[config.mk]
export PLATFORM = sky130hd
export DESIGN_NAME = lsd_top
export DESIGN_NICKNAME = d
export VERILOG_FILES = /design/src/verilog/lsd_pkg.sv /design/src/verilog/lsd_top.sv
export SDC_FILE = /design/constraint.sdc
export NUM_CORES = 1
export LEC_CHECK = 0
export BUFFER_PORTS_ARGS = -buffer_cell sky130_fd_sc_hd__buf_2
export CORE_MARGIN = 5
export CORE_UTILIZATION = 40
export DETAILED_ROUTE_END_ITERATION = 8
export SETUP_SLACK_MARGIN = 0.4
export SLEW_MARGIN = 25
export SYNTH_ARGS = -nofsm -noshare
export SYNTH_HDL_FRONTEND = slang
export SYNTH_SLANG_ARGS = --single-unit
[constraint.sdc]
create_clock -name SYS_CLK -period 16.3 [get_ports SYS_CLK]
set_input_delay 1.63 -clock SYS_CLK [delete_from_list [all_inputs] [get_ports SYS_CLK]]
set_output_delay 1.63 -clock SYS_CLK [all_outputs]
set_load 0.02 [all_outputs]
[src/verilog/lsd_pkg.sv]
// shared constants and types of the led sink control block
`default_nettype none
package lsd_pkg;
   localparam int         NCH            = 8;
   localparam int         SYNC_W         = 4 + 5 * NCH + 1;
   localparam logic [7:0] CFG_RESET      = 8'hFF;
   localparam logic [7:0] LATCH_RESET    = 8'h00;
   localparam logic [2:0] EN_HIST_RESET  = 3'h7;
   localparam logic [2:0] EN_PATTERN     = 3'h5;
   localparam logic [1:0] SW_FIRST       = 2'h2;
   localparam logic [1:0] SW_LAST        = 2'h1;
   localparam logic [1:0] SW_IDLE        = 2'h0;
   localparam logic [1:0] LOW_CAPTURE    = 2'h2;
   localparam logic [1:0] LOW_MAX        = 2'h3;
   localparam int         CFG_CM_BIT     = 0;
   localparam int         CFG_BAND_BIT   = 1;
   localparam int         CFG_MANT_LSB   = 2;
   localparam int         ADDR_W         = 8;
   localparam logic [7:0] ADDR_CTRL      = 8'h00;
   localparam logic [7:0] ADDR_STATUS    = 8'h04;
   localparam logic [7:0] ADDR_LATCH     = 8'h08;
   localparam logic [7:0] ADDR_ERROR     = 8'h0C;
   localparam int         CTRL_SHORT_BIT = 0;
   localparam logic       CTRL_RESET     = 1'b1;
   localparam int         STAT_MODE_BIT  = 0;
   localparam int         STAT_SW_BIT    = 1;
   localparam int         STAT_DET_BIT   = 2;
   localparam int         LATCH_CFG_LSB  = 8;
   localparam int         ERR_SHORT_LSB  = 8;
   localparam int         ERR_HOT_LSB    = 16;
   localparam logic [1:0] RESP_OKAY      = 2'h0;
   localparam logic [1:0] RESP_SLVERR    = 2'h2;

   typedef enum logic [0:0] {
      LSD_NORMAL  = 1'b0,
      LSD_SPECIAL = 1'b1
   } lsd_mode_t;

   typedef struct packed {
      logic       sclk;
      logic       sdata;
      logic       latch;
      logic       enable_n;
      logic [7:0] open_ok;
      logic [7:0] short_trip;
      logic [7:0] short_release;
      logic [7:0] chan_hot;
      logic [7:0] spare;
      logic       global_hot;
   } lsd_pins_t;
endpackage
`default_nettype wire

[src/verilog/lsd_top.sv]
// serial mode, latch and error readout logic of the led sink driver
// How it works
// - enable samples high-low-high start a two-clock mode switching phase
// - fourth edge samples latch line: high gives special, low normal
// - latch line latches nothing from third to fifth edge of switching
// - short enable pulse still drives sinks; shifting continues unaffected
// - after reset the block is in normal mode
// - normal: shift serial data, latch to output latch, low enable drives sinks
// - special with enable high shifts data exactly as normal
// - special with enable low drives sinks and starts error detection
// - after second low sample the shift source becomes error status
// - third and later low samples capture status; serial input ignored
// - enable high restores serial source, disables sinks, status shifts out
// - special latch strobe loads configuration latch with normal timing
// - configuration latch holds until reset or new special latch
// - open status is 0 when off or current low, 1 when fine
// - short variant: trip gives 0, back to 1 below release, off gives 0
// - global overheat turns all off, stores 0 for every channel
// - channel overheat turns that channel off, stores 0 for it
// - stored overheat bits clear when returning to normal mode; short bits hold until release
// - config shifts msb first; bit0 multiplier, bit1 band, 7:2 mantissa
// - configuration latch resets to all ones
//
// Our own choices: the placing of the registers and the AXI4-Lite slave port.
`timescale 1ns/1ps
`default_nettype none
module lsd_top (
   input  wire logic        SYS_CLK,
   input  wire logic        SYS_RST,
   input  wire logic        SCLK,
   input  wire logic        SERIAL_IN,
   input  wire logic        LATCH_STROBE_MODE_SELECT,
   input  wire logic        ENABLE_N_DETECT_STROBE,
   input  wire logic [7:0]  OPEN_OK,
   input  wire logic [7:0]  SHORT_TRIP,
   input  wire logic [7:0]  SHORT_RELEASE,
   input  wire logic [7:0]  CHAN_HOT,
   input  wire logic        GLOBAL_HOT,
   output logic             SERIAL_OUT,
   output logic [7:0]       SINK_OUTPUT,
   output logic             CURRENT_MULTIPLIER_BIT,
   output logic             GAIN_BAND_BIT,
   output logic [5:0]       GAIN_MANTISSA,
   input  wire logic        S_AXI_AWVALID,
   output logic             S_AXI_AWREADY,
   input  wire logic [7:0]  S_AXI_AWADDR,
   input  wire logic [2:0]  S_AXI_AWPROT,
   input  wire logic        S_AXI_WVALID,
   output logic             S_AXI_WREADY,
   input  wire logic [31:0] S_AXI_WDATA,
   input  wire logic [3:0]  S_AXI_WSTRB,
   output logic             S_AXI_BVALID,
   input  wire logic        S_AXI_BREADY,
   output logic [1:0]       S_AXI_BRESP,
   input  wire logic        S_AXI_ARVALID,
   output logic             S_AXI_ARREADY,
   input  wire logic [7:0]  S_AXI_ARADDR,
   input  wire logic [2:0]  S_AXI_ARPROT,
   output logic             S_AXI_RVALID,
   input  wire logic        S_AXI_RREADY,
   output logic [31:0]      S_AXI_RDATA,
   output logic [1:0]       S_AXI_RRESP
);
   // pin synchroniser
   lsd_pkg::lsd_pins_t sync1;
   lsd_pkg::lsd_pins_t pins;
   logic               sclk_prev;
   logic               rise;

   always_ff @(posedge SYS_CLK or posedge SYS_RST) begin
      if (SYS_RST) begin
         sync1     <= '0;
         pins      <= '0;
         sclk_prev <= 1'b0;
      end else begin
         sync1     <= {SCLK, SERIAL_IN, LATCH_STROBE_MODE_SELECT,
                       ENABLE_N_DETECT_STROBE, OPEN_OK, SHORT_TRIP,
                       SHORT_RELEASE, CHAN_HOT, 8'h00, GLOBAL_HOT};
         pins      <= sync1;
         sclk_prev <= pins.sclk;
      end
   end

   assign rise = pins.sclk & ~sclk_prev;

   // serial clock domain state, advanced on each sampled rising edge
   lsd_pkg::lsd_mode_t mode;
   lsd_pkg::lsd_mode_t next_mode;
   logic [2:0]         en_hist;
   logic [2:0]         next_en_hist;
   logic [1:0]         sw_cnt;
   logic [1:0]         next_sw_cnt;
   logic [1:0]         low_cnt;
   logic [1:0]         next_low_cnt;
   logic [7:0]         shreg;
   logic [7:0]         next_shreg;
   logic [7:0]         out_latch;
   logic [7:0]         next_out_latch;
   logic [7:0]         cfg;
   logic [7:0]         next_cfg;
   logic [7:0]         err_code;
   logic               pattern;
   logic               latch_block;
   logic               capture;
   logic               to_normal;

   always_comb begin
      next_mode      = mode;
      next_en_hist   = en_hist;
      next_sw_cnt    = sw_cnt;
      next_low_cnt   = low_cnt;
      next_shreg     = shreg;
      next_out_latch = out_latch;
      next_cfg       = cfg;
      pattern        = ({en_hist[1:0], pins.enable_n} == lsd_pkg::EN_PATTERN);
      latch_block    = pattern | (sw_cnt != lsd_pkg::SW_IDLE);
      capture        = (mode == lsd_pkg::LSD_SPECIAL) & ~pins.enable_n
                       & (low_cnt >= lsd_pkg::LOW_CAPTURE);
      to_normal      = rise & (sw_cnt == lsd_pkg::SW_FIRST) & ~pins.latch;
      if (rise) begin
         next_en_hist = {en_hist[1:0], pins.enable_n};
         if (pattern) begin
            next_sw_cnt = lsd_pkg::SW_FIRST;
         end else if (sw_cnt != lsd_pkg::SW_IDLE) begin
            next_sw_cnt = sw_cnt - 2'h1;
         end
         if (sw_cnt == lsd_pkg::SW_FIRST) begin
            next_mode = pins.latch ? lsd_pkg::LSD_SPECIAL
                                   : lsd_pkg::LSD_NORMAL;
         end
         if (pins.enable_n) begin
            next_low_cnt = 2'h0;
         end else if (low_cnt != lsd_pkg::LOW_MAX) begin
            next_low_cnt = low_cnt + 2'h1;
         end
         // status bit n lands on channel n's position
         if (capture) begin
            next_shreg = err_code;
         end else begin
            next_shreg = {shreg[6:0], pins.sdata};
         end
         if (pins.latch && !latch_block) begin
            if (mode == lsd_pkg::LSD_SPECIAL) begin
               next_cfg = shreg;
            end else begin
               next_out_latch = shreg;
            end
         end
      end
   end

   always_ff @(posedge SYS_CLK or posedge SYS_RST) begin
      if (SYS_RST) begin
         mode       <= lsd_pkg::LSD_NORMAL;
         en_hist    <= lsd_pkg::EN_HIST_RESET;
         sw_cnt     <= lsd_pkg::SW_IDLE;
         low_cnt    <= 2'h0;
         shreg      <= 8'h00;
         out_latch  <= lsd_pkg::LATCH_RESET;
         cfg        <= lsd_pkg::CFG_RESET;
         SERIAL_OUT <= 1'b0;
      end else begin
         mode       <= next_mode;
         en_hist    <= next_en_hist;
         sw_cnt     <= next_sw_cnt;
         low_cnt    <= next_low_cnt;
         shreg      <= next_shreg;
         out_latch  <= next_out_latch;
         cfg        <= next_cfg;
         SERIAL_OUT <= next_shreg[7];
      end
   end

   assign CURRENT_MULTIPLIER_BIT = cfg[lsd_pkg::CFG_CM_BIT];
   assign GAIN_BAND_BIT          = cfg[lsd_pkg::CFG_BAND_BIT];
   assign GAIN_MANTISSA          = cfg[7:lsd_pkg::CFG_MANT_LSB];

   // sinks and error detection
   logic       short_en;
   logic [7:0] short_flag;
   logic [7:0] next_short_flag;
   logic [7:0] hot_flag;
   logic [7:0] next_hot_flag;
   logic [7:0] next_sink;
   logic [7:0] hot_set;

   always_comb begin
      // a hot channel stays off only while hot; latch bit restarts it
      next_sink = out_latch & {8{~pins.enable_n}} & {8{~pins.global_hot}}
                  & ~pins.chan_hot;
      hot_set   = {8{pins.global_hot}}
                  | (pins.chan_hot & SINK_OUTPUT);
      // a new event wins over the clear on return to normal
      next_hot_flag = (to_normal ? 8'h00 : hot_flag) | hot_set;
      if (short_en) begin
         next_short_flag = (SINK_OUTPUT & pins.short_trip)
                           | (short_flag & ~pins.short_release);
      end else begin
         next_short_flag = 8'h00;
      end
      err_code = SINK_OUTPUT & pins.open_ok & ~short_flag
                 & ~hot_flag;
   end

   always_ff @(posedge SYS_CLK or posedge SYS_RST) begin
      if (SYS_RST) begin
         SINK_OUTPUT <= 8'h00;
         short_flag  <= 8'h00;
         hot_flag    <= 8'h00;
      end else begin
         SINK_OUTPUT <= next_sink;
         short_flag  <= next_short_flag;
         hot_flag    <= next_hot_flag;
      end
   end

   // axi4-lite register slave
   logic       aw_full;
   logic       next_aw_full;
   logic [7:0] aw_addr;
   logic [7:0] next_aw_addr;
   logic       w_full;
   logic       next_w_full;
   logic [7:0] w_data;
   logic [7:0] next_w_data;
   logic       w_strb0;
   logic       next_w_strb0;
   logic       next_bvalid;
   logic [1:0] next_bresp;
   logic       next_short_en;
   logic       next_rvalid;
   logic [31:0] next_rdata;
   logic [1:0] next_rresp;
   logic       wr_go;

   always_comb begin
      next_aw_full  = aw_full;
      next_aw_addr  = aw_addr;
      next_w_full   = w_full;
      next_w_data   = w_data;
      next_w_strb0  = w_strb0;
      next_bvalid   = S_AXI_BVALID & ~S_AXI_BREADY;
      next_bresp    = S_AXI_BRESP;
      next_short_en = short_en;
      next_rvalid   = S_AXI_RVALID & ~S_AXI_RREADY;
      next_rdata    = S_AXI_RDATA;
      next_rresp    = S_AXI_RRESP;
      if (S_AXI_AWVALID && S_AXI_AWREADY) begin
         next_aw_full = 1'b1;
         next_aw_addr = S_AXI_AWADDR;
      end
      if (S_AXI_WVALID && S_AXI_WREADY) begin
         next_w_full  = 1'b1;
         next_w_data  = S_AXI_WDATA[7:0];
         next_w_strb0 = S_AXI_WSTRB[0];
      end
      wr_go = aw_full & w_full & ~S_AXI_BVALID;
      if (wr_go) begin
         next_aw_full = 1'b0;
         next_w_full  = 1'b0;
         next_bvalid  = 1'b1;
         next_bresp   = lsd_pkg::RESP_OKAY;
         unique case (aw_addr)
            lsd_pkg::ADDR_CTRL: begin
               if (w_strb0) begin
                  next_short_en = w_data[lsd_pkg::CTRL_SHORT_BIT];
               end
            end
            lsd_pkg::ADDR_STATUS, lsd_pkg::ADDR_LATCH,
            lsd_pkg::ADDR_ERROR: begin
               next_bresp = lsd_pkg::RESP_OKAY;
            end
            default: next_bresp = lsd_pkg::RESP_SLVERR;
         endcase
      end
      if (S_AXI_ARVALID && S_AXI_ARREADY) begin
         next_rvalid = 1'b1;
         next_rresp  = lsd_pkg::RESP_OKAY;
         next_rdata  = 32'h0000_0000;
         unique case (S_AXI_ARADDR)
            lsd_pkg::ADDR_CTRL:
               next_rdata[lsd_pkg::CTRL_SHORT_BIT] = short_en;
            lsd_pkg::ADDR_STATUS: begin
               next_rdata[lsd_pkg::STAT_MODE_BIT] = mode;
               next_rdata[lsd_pkg::STAT_SW_BIT]   = (sw_cnt != lsd_pkg::SW_IDLE);
               next_rdata[lsd_pkg::STAT_DET_BIT]  = capture;
            end
            lsd_pkg::ADDR_LATCH: begin
               next_rdata[7:0] = out_latch;
               next_rdata[lsd_pkg::LATCH_CFG_LSB +: 8] = cfg;
            end
            lsd_pkg::ADDR_ERROR: begin
               next_rdata[7:0] = err_code;
               next_rdata[lsd_pkg::ERR_SHORT_LSB +: 8] = short_flag;
               next_rdata[lsd_pkg::ERR_HOT_LSB +: 8]   = hot_flag;
            end
            default: next_rresp = lsd_pkg::RESP_SLVERR;
         endcase
      end
   end

   always_ff @(posedge SYS_CLK or posedge SYS_RST) begin
      if (SYS_RST) begin
         aw_full       <= 1'b0;
         aw_addr       <= 8'h00;
         w_full        <= 1'b0;
         w_data        <= 8'h00;
         w_strb0       <= 1'b0;
         short_en      <= lsd_pkg::CTRL_RESET;
         S_AXI_AWREADY <= 1'b0;
         S_AXI_WREADY  <= 1'b0;
         S_AXI_BVALID  <= 1'b0;
         S_AXI_BRESP   <= lsd_pkg::RESP_OKAY;
         S_AXI_ARREADY <= 1'b0;
         S_AXI_RVALID  <= 1'b0;
         S_AXI_RDATA   <= 32'h0000_0000;
         S_AXI_RRESP   <= lsd_pkg::RESP_OKAY;
      end else begin
         aw_full       <= next_aw_full;
         aw_addr       <= next_aw_addr;
         w_full        <= next_w_full;
         w_data        <= next_w_data;
         w_strb0       <= next_w_strb0;
         short_en      <= next_short_en;
         S_AXI_AWREADY <= ~next_aw_full & ~(S_AXI_AWVALID & S_AXI_AWREADY);
         S_AXI_WREADY  <= ~next_w_full & ~(S_AXI_WVALID & S_AXI_WREADY);
         S_AXI_BVALID  <= next_bvalid;
         S_AXI_BRESP   <= next_bresp;
         S_AXI_ARREADY <= ~next_rvalid & ~(S_AXI_ARVALID & S_AXI_ARREADY);
         S_AXI_RVALID  <= next_rvalid;
         S_AXI_RDATA   <= next_rdata;
         S_AXI_RRESP   <= next_rresp;
      end
   end
endmodule // lsd_top
`default_nettype wire

==> flow_metrics.py <==
metrics = {
    "pwr": {
        "p_switching_w": 0.000302,
        "ir_worst_vdd_mv": 0.0745,
        "p_int_w": 0.000861,
        "p_comb_frac": 0.154,
        "cellLeakagePower_nw": 3.51,
        "pwr-share-seq": 0.472,
        "power_frac_clock": 0.374,
        "swShare": 0.260,
        "p_per_area_nw_per_um2": 153,
    },
    "cts": {
        "numCtsBuffers": 17,
        "hold_buffers": 0,
        "cts_tree": "yes",
        "cts.path.max_buffers": 2,
        "root_buffer": "clkbuf_16",
        "clock_latency_ps": 420,
        "htree_levels": 4,
        "cts.repair.resized": 0,
        "clock-sinks": 174,
        "clk_pin_slew_ps": 60,
        "cts_setup_buffers": 0,
    },
    "synth": {
        "avgSynthCellArea_sq_um": 14.1,
        "synth_mux_area_frac": 0.0775,
        "synth-edff-count": 0,
        "netlist_area_sq_um": 6280,
        "synth-xor-area-share": 0,
        "ys_ff_latch": 174,
        "synth_compound_area_frac": 0.0819,
        "synth_top_area_frac": 0.649,
        "yosysTopAreaCell": "dfrtp_1",
        "yosys.area_share.simple": 0.104,
        "netlist_top_cells_area": "dfrtp_1, dfstp_2, mux2_2",
        "synthCells": 445,
        "async_reset_ff_frac": 1.00,
        "synthAdderAreaFrac": 0.00797,
        "ys.flop_type": "dfrtp_1",
        "synth_top_family_by_area": "simple AND/OR/NAND/NOR gates",
        "ys_types": 55,
        "yosysSeqAreaShare": 0.695,
        "synth_warnings": 0,
    },
    "routing": {
        "vias": 3798,
        "avgRoutedWirePerCell_um": 17.2,
        "first_pass_iters": 4,
        "drt_iter0_drc": 203,
        "routed_via_density": 4.87,
        "drc": 0,
        "totalWireLength_um": 13400,
        "ant_nets": 0,
    },
    "cells_and_area": {
        "fillers": 1362,
        "area_growth_pct": 21.4,
        "antennaDiodeCount": 0,
        "multi_input_area_sq_um": 1750,
        "reg.largest.list": "pins (37), sync1 (37), S_AXI_RDATA (24)",
        "fin_nets": 662,
        "final_util": 0.498,
        "drive_gt1_frac": 0.330,
        "seq_area_sq_um": 4370,
    },
    "timing": {
        "slew_headroom": 0.428,
        "fin_crit_sh": 0.181,
        "setup_tns_ps": 0,
        "rsz0062_at_grt": "no",
        "setup_viol": 0,
        "tightest_slew_ps": 856,
        "period_needed_ps": 2950,
        "clock_skew_ps": 10.2,
        "fmax_ghz": 0.339,
        "final-hold-violation-count": 0,
        "maxSlewViolCount": 0,
    },
    "setup_path": {
        "r2r_slack_ps": 14160,
        "rr_endpoint": "hot_flag[4]$_DFF_PP0_",
        "cp.required_ps": 16610,
        "end_kind": "register",
        "critPathArrivalTime_ps": 3270,
        "max_stage_delay_ps": 730,
        "worstPathMaxFanout": 13,
        "critPathKind": "input port to register",
        "startpoint_type": "input port",
        "cp_slowest_cell": "nand4_1",
        "cp_cell_sequence": "buf_2, nor4_4, nand4_1, o21ai_0",
        "reg2regPathDepth": 3,
        "rr_startpoint": "sclk_prev$_DFF_PP0_",
    },
    "outcome": {
        "status": "finished clean",
    },
    "hold_path": {
        "min_from": "sync1[19]$_DFF_PP0_",
        "hold_end": "pins[19]$_DFF_PP0_",
        "hp-class": "register to register",
        "hold_depth": 0,
    },
    "global_routing": {
        "grt_overflow": 0,
        "grt_usage": 0.154,
        "grt_antenna_before_repair": 0,
        "grt_max_degree": 98,
        "grt_pass1_wl_um": 21400,
        "grt_pass1_vias": 3987,
    },
    "die": {
        "die-area_sq_um": 18300,
        "fp.dieW_um": 135,
        "start_util": 0.410,
        "core_sq_um": 15300,
        "fp.dieH_um": 135,
        "rows": 45,
        "boundaryPins": 160,
    },
    "place": {
        "dpl.hpwl_um": 9040,
        "port_buffers": 109,
        "place.gp.congestion": 0.763,
    },
    "flow_run": {
        "cap_violations": 0,
    },
}
## cell type report
cell class | count | share of cell area
sequential | 174 | 0.573
multi-input combinational | 241 | 0.229
timing repair buffer | 110 | 0.0730
clock buffer | 22 | 0.0596
tap | 211 | 0.0346
clock inverter | 10 | 0.0245
inverter | 12 | 0.00656
## how the worst max path moves through the flow
stage / from / end / slack (ps) / cells after the start
3_5_place_dp: SYS_RST / sync1[35]$_DFF_PP0_ / 12870 / 3
4_1_cts: SYS_RST / pins[19]$_DFF_PP0_ / 13320 / 3
3_3_place_gp: SYS_RST / short_flag[3]$_DFF_PP0_ / 12930 / 3
6_report: S_AXI_ARADDR[1] / S_AXI_RDATA[13]$_DFFE_PP0P_ / 13350 / 4
2_1_floorplan: SYS_RST / SINK_OUTPUT[0]$_DFF_PP0_ / 9970 / 1
5_1_grt: S_AXI_ARADDR[1] / S_AXI_RDATA[13]$_DFFE_PP0P_ / 13270 / 4
## per-stage QoR
stage / cell area (sq um) / cells / hold WS (ps) / power (W) / worst slack (ps)
after detailed placement: 6980 / 748 / 335 / 0.000738 / 12870
final: 7620 / 780 / 346 / 0.00116 / 13350
after global routing: 7620 / 780 / 350 / 0.00122 / 13270
after CTS: 7620 / 780 / 348 / 0.00118 / 13320
after global placement: 6980 / 748 / 332 / 0.000729 / 12930
after floorplan: 6310 / 454 / 331 / 0.000676 / 9970
## critical path: cells and delay by family
kind | cells | cell delay (ps)
compound gates | 1 | 420
buf+inv | 1 | 110
simple gates | 2 | 1090
## cell families after synthesis
family	count (synthesis)
compound gates	76
fa+ha+maj	4
buf+inv	39
flops	174
simple gates	110
mux	41
other cells	1
## routing by layer
| layer | GRT usage | wire [um] | part of all wire | vias up |
|---|---|---|---|---|
| met4 | 0.0538 | 263 | 0.020 | 0 |
| li1 | - | - | - | 1777 |
| met3 | 0.0535 | 898 | 0.067 | 18 |
| met2 | 0.238 | 6290 | 0.47 | 115 |
| met1 | 0.203 | 5940 | 0.44 | 1888 |
| met5 | 0 | 0 | 0 | - |
## cells in the mapped netlist (all sizes together), types with 9 or more instances
master and count:
nor2 13, buf 19, o21ai 26, nor3b 9, dfrtp 163, inv 12
mux2 27, nand2b 11, dfstp 11, a21oi 13, mux2i 13, nand2 34
## power by group through the flow
stage / clock [W] / sequential [W] / combinational (W)
floorplan: 0 / 0.000561 / 0.000115
global placement: 0 / 0.000553 / 0.000176
detailed placement: 0 / 0.000556 / 0.000182
CTS: 0.000445 / 0.000549 / 0.000182
global route: 0.000465 / 0.000558 / 0.000198
finish: 0.000435 / 0.000549 / 0.000180
## cell usage in the layout, fill, tap and decap left out, types with 4 or more instances in the layout
cell type  instances
mux2_2            19
nor2_1            13
bufinv_16          5
inv_1             10
a221o_1            8
ha_1               4
conb_1            10
dfstp_2           11
buf_2            109
a32o_1             8
nor4bb_1           7
nand3_1            7
dfrtp_1          163
a31oi_1            8
nor3b_1            9
mux2i_1           13
and2_1             4
nand2_1           33
clkbuf_16         17
o21ai_1           10
mux2_4             8
a21oi_1           13
nand2b_1          11
clkbuf_1           4
o21ai_0           16
(Power assumes the default switching activity.)
